--- config.mk ---
export PLATFORM = sky130hd
export DESIGN_NAME = seen_top
export DESIGN_NICKNAME = d
export VERILOG_FILES = /design/src/shared/seen_pkg.sv /design/src/shared/seen_set_if.sv /design/src/design/seen_gate.sv /design/src/design/seen_top.sv
export SDC_FILE = /design/constraint.sdc
export NUM_CORES = 1
export LEC_CHECK = 0
export ABC_AREA = 0
export BUFFER_PORTS_ARGS = -buffer_cell sky130_fd_sc_hd__buf_2
export CELL_PAD_IN_SITES_DETAIL_PLACEMENT = 1
export CELL_PAD_IN_SITES_GLOBAL_PLACEMENT = 1
export CORE_UTILIZATION = 45
export CTS_CLUSTER_DIAMETER = 80
export CTS_CLUSTER_SIZE = 10
export DETAILED_ROUTE_END_ITERATION = 6
export PLACE_DENSITY_LB_ADDON = 0.1
export SYNTH_ARGS = -nofsm -noshare
export SYNTH_HDL_FRONTEND = slang
export SYNTH_SLANG_ARGS = --single-unit
--- constraint.sdc ---
create_clock -name clk_sys_i -period 2.53 [get_ports clk_sys_i]
set_input_delay 0.1265 -clock clk_sys_i [delete_from_list [all_inputs] [get_ports clk_sys_i]]
set_output_delay 0.1265 -clock clk_sys_i [all_outputs]
set_load 0.005 [all_outputs]
--- src/shared/seen_pkg.sv ---
// package: command codes, set indices, widths and reset values for the enable bank
`default_nettype none
package seen_pkg;
    localparam int unsigned SEEN_WIDTH   = 16;
    localparam int unsigned SEEN_SETS    = 4;
    // set indices, also the summary bit order
    localparam logic [1:0]  SEEN_SET_STD  = 2'h0;
    localparam logic [1:0]  SEEN_SET_OPER = 2'h1;
    localparam logic [1:0]  SEEN_SET_MEAS = 2'h2;
    localparam logic [1:0]  SEEN_SET_QUES = 2'h3;
    // command codes decoded from the bus parser
    localparam logic [2:0]  SEEN_CMD_NONE   = 3'h0;
    localparam logic [2:0]  SEEN_CMD_WRITE  = 3'h1;
    localparam logic [2:0]  SEEN_CMD_QUERY  = 3'h2;
    localparam logic [2:0]  SEEN_CMD_PRESET = 3'h3;
    localparam logic [2:0]  SEEN_CMD_CLS    = 3'h4;
    localparam logic [15:0] SEEN_MASK_RST   = 16'h0000;
    // status byte bit positions of the error and master summaries
    localparam int unsigned SEEN_SB_EAV_BIT = 2;
    localparam int unsigned SEEN_SB_MSS_BIT = 6;
    typedef logic [SEEN_WIDTH-1:0] seen_word_t;
endpackage : seen_pkg
`default_nettype wire

--- src/shared/seen_set_if.sv ---
// interface: one status set's event word, mask and summary
`default_nettype none
interface seen_set_if;
    import seen_pkg::*;
    seen_word_t event_bits;
    seen_word_t mask;
    logic       summary;
    modport bank (output mask, output event_bits, input summary);
    modport gate (input mask, input event_bits, output summary);
endinterface : seen_set_if
`default_nettype wire

--- src/design/seen_gate.sv ---
// one set's and-or gating from events and enable to summary
`default_nettype none
module seen_gate
    import seen_pkg::*;
(
    seen_set_if.gate s
);
    // combinational so the summary follows events and mask in the same cycle
    assign s.summary = |(s.event_bits & s.mask);
endmodule : seen_gate
`default_nettype wire

--- src/design/seen_top.sv ---
// top: four event enable masks with command port and summary outputs
//
// Contract
// separate enable mask for each of four sets
// event bit ANDed with matching enable bit
// any gated bit drives set summary high
// writing zero clears the whole mask
// clear-status leaves all masks unchanged
// power-up and preset clear all masks
// masks are 16 bits, values 0 to 65535
// query returns mask without changing it
// event bits stay latched until read or cleared
// status byte error summary B2, master B6
// summary is OR of gated bits, same cycle
`default_nettype none
module seen_top
    import seen_pkg::*;
(
    input  wire logic                 clk_sys_i,
    input  wire logic                 rstn_i,
    input  wire logic [2:0]           cmd_i,
    input  wire logic [1:0]           cmd_set_i,
    input  wire logic [15:0]          cmd_data_i,
    input  wire logic [SEEN_SETS-1:0] event_read_i,
    input  wire logic [15:0]          std_event_i,
    input  wire logic [15:0]          oper_event_i,
    input  wire logic [15:0]          meas_event_i,
    input  wire logic [15:0]          ques_event_i,
    input  wire logic                 error_available_summary_i,
    input  wire logic                 error_enable_i,
    output logic [15:0]               query_data_o,
    output logic                      query_valid_o,
    output logic [SEEN_SETS-1:0]      summary_o,
    output logic [7:0]                status_byte_o
);
    // ------------------------------------------------------------------
    // state
    // ------------------------------------------------------------------
    typedef struct packed {
        seen_word_t [SEEN_SETS-1:0] mask;
        seen_word_t [SEEN_SETS-1:0] latched;
        seen_word_t                 qdata;
        logic                       qvalid;
    } seen_state_t;

    seen_state_t cur;
    seen_state_t next_cur;
    seen_word_t  raw_ev [SEEN_SETS];

    assign raw_ev[SEEN_SET_STD]  = std_event_i;
    assign raw_ev[SEEN_SET_OPER] = oper_event_i;
    assign raw_ev[SEEN_SET_MEAS] = meas_event_i;
    assign raw_ev[SEEN_SET_QUES] = ques_event_i;

    // ------------------------------------------------------------------
    // next state
    // ------------------------------------------------------------------
    // a 16-bit field holds any value 0..65535, whatever radix the parser used
    always_comb
    begin
        next_cur        = cur;
        next_cur.qvalid = 1'b0;
        for (int i = 0; i < SEEN_SETS; i++)
        begin
            // read clears, but a new event in that cycle still lands
            if (event_read_i[i] || cmd_i == SEEN_CMD_CLS)
                next_cur.latched[i] = SEEN_MASK_RST;
            next_cur.latched[i] = next_cur.latched[i] | raw_ev[i];
        end
        unique case (cmd_i)
            SEEN_CMD_WRITE:
                next_cur.mask[cmd_set_i] = cmd_data_i;
            SEEN_CMD_QUERY:
            begin
                next_cur.qdata  = cur.mask[cmd_set_i];
                next_cur.qvalid = 1'b1;
            end
            SEEN_CMD_PRESET:
                for (int i = 0; i < SEEN_SETS; i++)
                    next_cur.mask[i] = SEEN_MASK_RST;
            default: ; // clear-status and idle keep masks
        endcase
    end

    // ------------------------------------------------------------------
    // registers
    // ------------------------------------------------------------------
    always_ff @(posedge clk_sys_i)
    begin
        if (!rstn_i)
            cur <= '0;
        else
            cur <= next_cur;
    end

    // ------------------------------------------------------------------
    // gating, one instance per set
    // ------------------------------------------------------------------
    genvar g;
    generate
        for (g = 0; g < SEEN_SETS; g++)
        begin : g_set
            seen_set_if s ();
            assign s.mask       = cur.mask[g];
            assign s.event_bits = cur.latched[g];
            seen_gate u_gate (.s(s));
            assign summary_o[g] = s.summary;
        end
    endgenerate

    // status byte: error summary and master summary
    always_comb
    begin
        status_byte_o = 8'h00;
        status_byte_o[SEEN_SB_EAV_BIT] = error_available_summary_i;
        status_byte_o[SEEN_SB_MSS_BIT] = error_available_summary_i & error_enable_i;
    end

    assign query_data_o  = cur.qdata;
    assign query_valid_o = cur.qvalid;
endmodule : seen_top
`default_nettype wire

==> flow_summary_export.csv <==
group,metric,value,unit
clock_tree,post-cts-setup-buffers,0,
grt,grt_pass1_vias,5094,
hold_path,min_path_type,"in -> reg",
timing,period_minus_slack,1.71,ns
placement,dp.final_hpwl,12.9,mm
timing,hold_viol_final,0,
yosys,yosys.area_share.adder,0,%
timing,slew_headroom,44.0,%
timing,finClkSkew,0.00461,ns
critical_path,worstPathArrival,1.59,ns
power_and_ir_drop,leakage,2.93,nW
run,drv_cap,0,
die,die_y,117,um
yosys,syn_area,0.00594,mm^2
layout,final_cell_count_no_fill,869,
detailed_routing,avgViaCountPerCell,5.90,
detailed_routing,vias,5127,
placement,gp_congestion,0.866,
yosys,synthArstFlopShare,0,%
clock_tree,clkTransAtPathRegs,0.06,ns
layout,nNetsFinal,782,
clock_tree,clock_path_buffers,2,
clock_tree,numCtsBuffers,17,
die,fp-row-count,41,
yosys,muxShareOfSynthArea,6.07,%
grt,antenna_found_initial,0,
detailed_routing,ant_nets,0,
critical_path,crit_type,"reg -> out",
critical_path,worstSetupStartpointType,"register",
layout,nFillCells,1376,
power_and_ir_drop,power.density,662,mW/mm^2
detailed_routing,drc,0,
detailed_routing,drtPass1Iterations,5,
detailed_routing,wl_per_cell,22.1,um
detailed_routing,drtIter0Drc,485,
grt,grt_pass1_wl,28.7,mm
timing,maxSlewViolCount,0,
grt,grt_util_all_layers,29.5,%
layout,multi_input_area,0.00261,mm^2
layout,drive_above_1_share,23.8,%
layout,syn2layout_area_growth,29.0,%
layout,diodes,0,
die,dieArea,0.0137,mm^2
clock_tree,cts_tree,"done",
clock_tree,numClockSinks,145,
die,pin_count,122,
clock_tree,htreeDepth,4,
clock_tree,clock-root-buffer,"clkbuf_16",
power_and_ir_drop,vdd.ir_drop.worst,0.459,mV
layout,most-common-layout-cells,"145 x dfxtp_1, 114 x buf_2, 67 x dlygate4sd3_1",
yosys,synthDistinctLibCells,28,
grt,grt_max_degree,81,
clock_tree,clk_latency,0.42,ns
grt,grt_overflow,0,
yosys,syn_inst,534,
critical_path,crit_chain,"a22o_1, a221oi_1, nand4_1, buf_2",
yosys,synth_area_per_cell,11.1,um^2
critical_path,cp_max_fo,3,
yosys,yosys_most_used_dff,"dfxtp_1",
placement,place_inst,775,
detailed_routing,drt_wl_total,19.2,mm
timing,max_freq,583,MHz
critical_path,cpPeakStageDelay,0.35,ns
yosys,synthXorXnorAreaFrac,0,%
critical_path,cp_slowest_cell,"dfxtp_1",
layout,final_common_cell,"dfxtp_1",
yosys,synth_top_family_by_area,"compound AO/OA/AOI/OAI gates",
timing,setup_tns,0,ns
timing,worst_slew_pin_slew,0.841,ns
yosys,synth-simple-area-share,11.3,%
placement,port_buffers,115,
status,status,"completed",
die,die_w,117,um
timing,rsz0062_at_grt,"no",
yosys,ys_seq_area_share,48.9,%
critical_path,cp-end-kind,"output port",
die,core,0.0127,mm^2
yosys,synth_edf_count,0,
die,initial_core_util,46.7,%
yosys,yosys_register_bits,145,
yosys,synth-compound-area-share,26.2,%
yosys,yosys_warnings,0,
critical_path,cp.required,2.40,ns
layout,ff_latch_area,0.00290,mm^2
timing,final.period_utilization,67.8,%
timing,setup_viol,0,
-- worst paths after layout --
check | from | endpoint | slack, ns | cells past startpoint
max | g_set[2].s.mask[10]$_SDFFE_PN0P_ | summary_o[2] | 0.82 | 4
min | cmd_data_i[4] | g_set[0].s.mask[4]$_SDFFE_PN0P_ | 0.01 | 2
max reg2reg | g_set[3].s.mask[7]$_SDFFE_PN0P_ | query_data_o[7]$_SDFFE_PN0P_ | 1.31 | 2
min reg2reg | query_data_o[8]$_SDFFE_PN0P_ | query_data_o[8]$_SDFFE_PN0P_ | 0.47 | 1
-- worst max-delay path, delay by kind of cell, from the launching register on --
family,cells,cell delay (ns)
AND/OR/NAND/NOR,1,0.15
buffers and inverters,1,0.15
AO/OA/AOI/OAI,2,0.52
flip-flops,1,0.35
-- registers in the layout, indices dropped and copies added (netlist names) --
signal              cells
g_set.s.event_bits     64
query_valid_o           1
g_set.s.mask           64
query_data_o           16
-- routing by layer --
| layer | vias to the layer above | routed length (um) | global-route usage, % |
|---|---|---|---|
| met2 | 206 | 9360 | 49.9 |
| met1 | 2543 | 8180 | 36.2 |
| met4 | 0 | 465 | 10.9 |
| met3 | 33 | 1190 | 7.62 |
| met5 | - | 0 | 0 |
| li1 | 2345 | - | - |
-- final cells by class --
cell class              count  area share [%]
well taps                 172            2.81
clock inverters             1          0.0653
multi-input cells         301            34.1
clock buffers              26            6.39
inverters                  34            1.67
repair buffers            190            17.1
flip-flops and latches    145            37.9
-- logic make-up (layout without fill, tap and decap cells) --
logic type	after synthesis	after routing
simple gates	96	96
buf+inv	93	251
other cells	1	6
compound gates	183	183
mux	16	16
flops	145	145
-- power breakdown --
group	total, W	switching, W	internal, W
sequential	0.00242	0.0000554	0.00237
clock	0.00218	0.000878	0.00130
combinational	0.000476	0.000232	0.000243
-- cells in the mapped netlist (all sizes together) (2+ instances only) --
master,number,area [um^2]
a22o,32,280
nor3b,65,488
a221oi,16,140
nand4,4,25.0
nand2b,4,25.0
and2,2,12.5
a21oi,3,18.8
nand2,17,63.8
mux4,16,360
o21a,66,495
inv,33,124
dfxtp,145,2900
clkbuf,23,86.3
o32ai,32,280
buf,36,234
a32o,32,320
-- stage by stage --
step	util, %	worst slack [ns]	total power [W]	area [um^2]	hold WS (ns)
6_report	60.2	0.815	0.00507	7660	0.0111
5_1_grt	60.2	0.714	0.00524	7660	0.000308
4_1_cts	60.2	0.803	0.00510	7660	0.00189
3_5_place_dp	51.1	0.697	0.00285	6490	0.339
3_3_place_gp	51.1	0.791	0.00284	6490	0.334
2_1_floorplan	-	1.30	0.00270	5960	0.251
-- timing repair --
action	4_1_cts	5_1_grt
endpoints found under the hold margin	70	0
hold buffers	67	0
setup endpoints to repair	0	0
gates resized for setup	0	0
(Power assumes the default switching activity.)
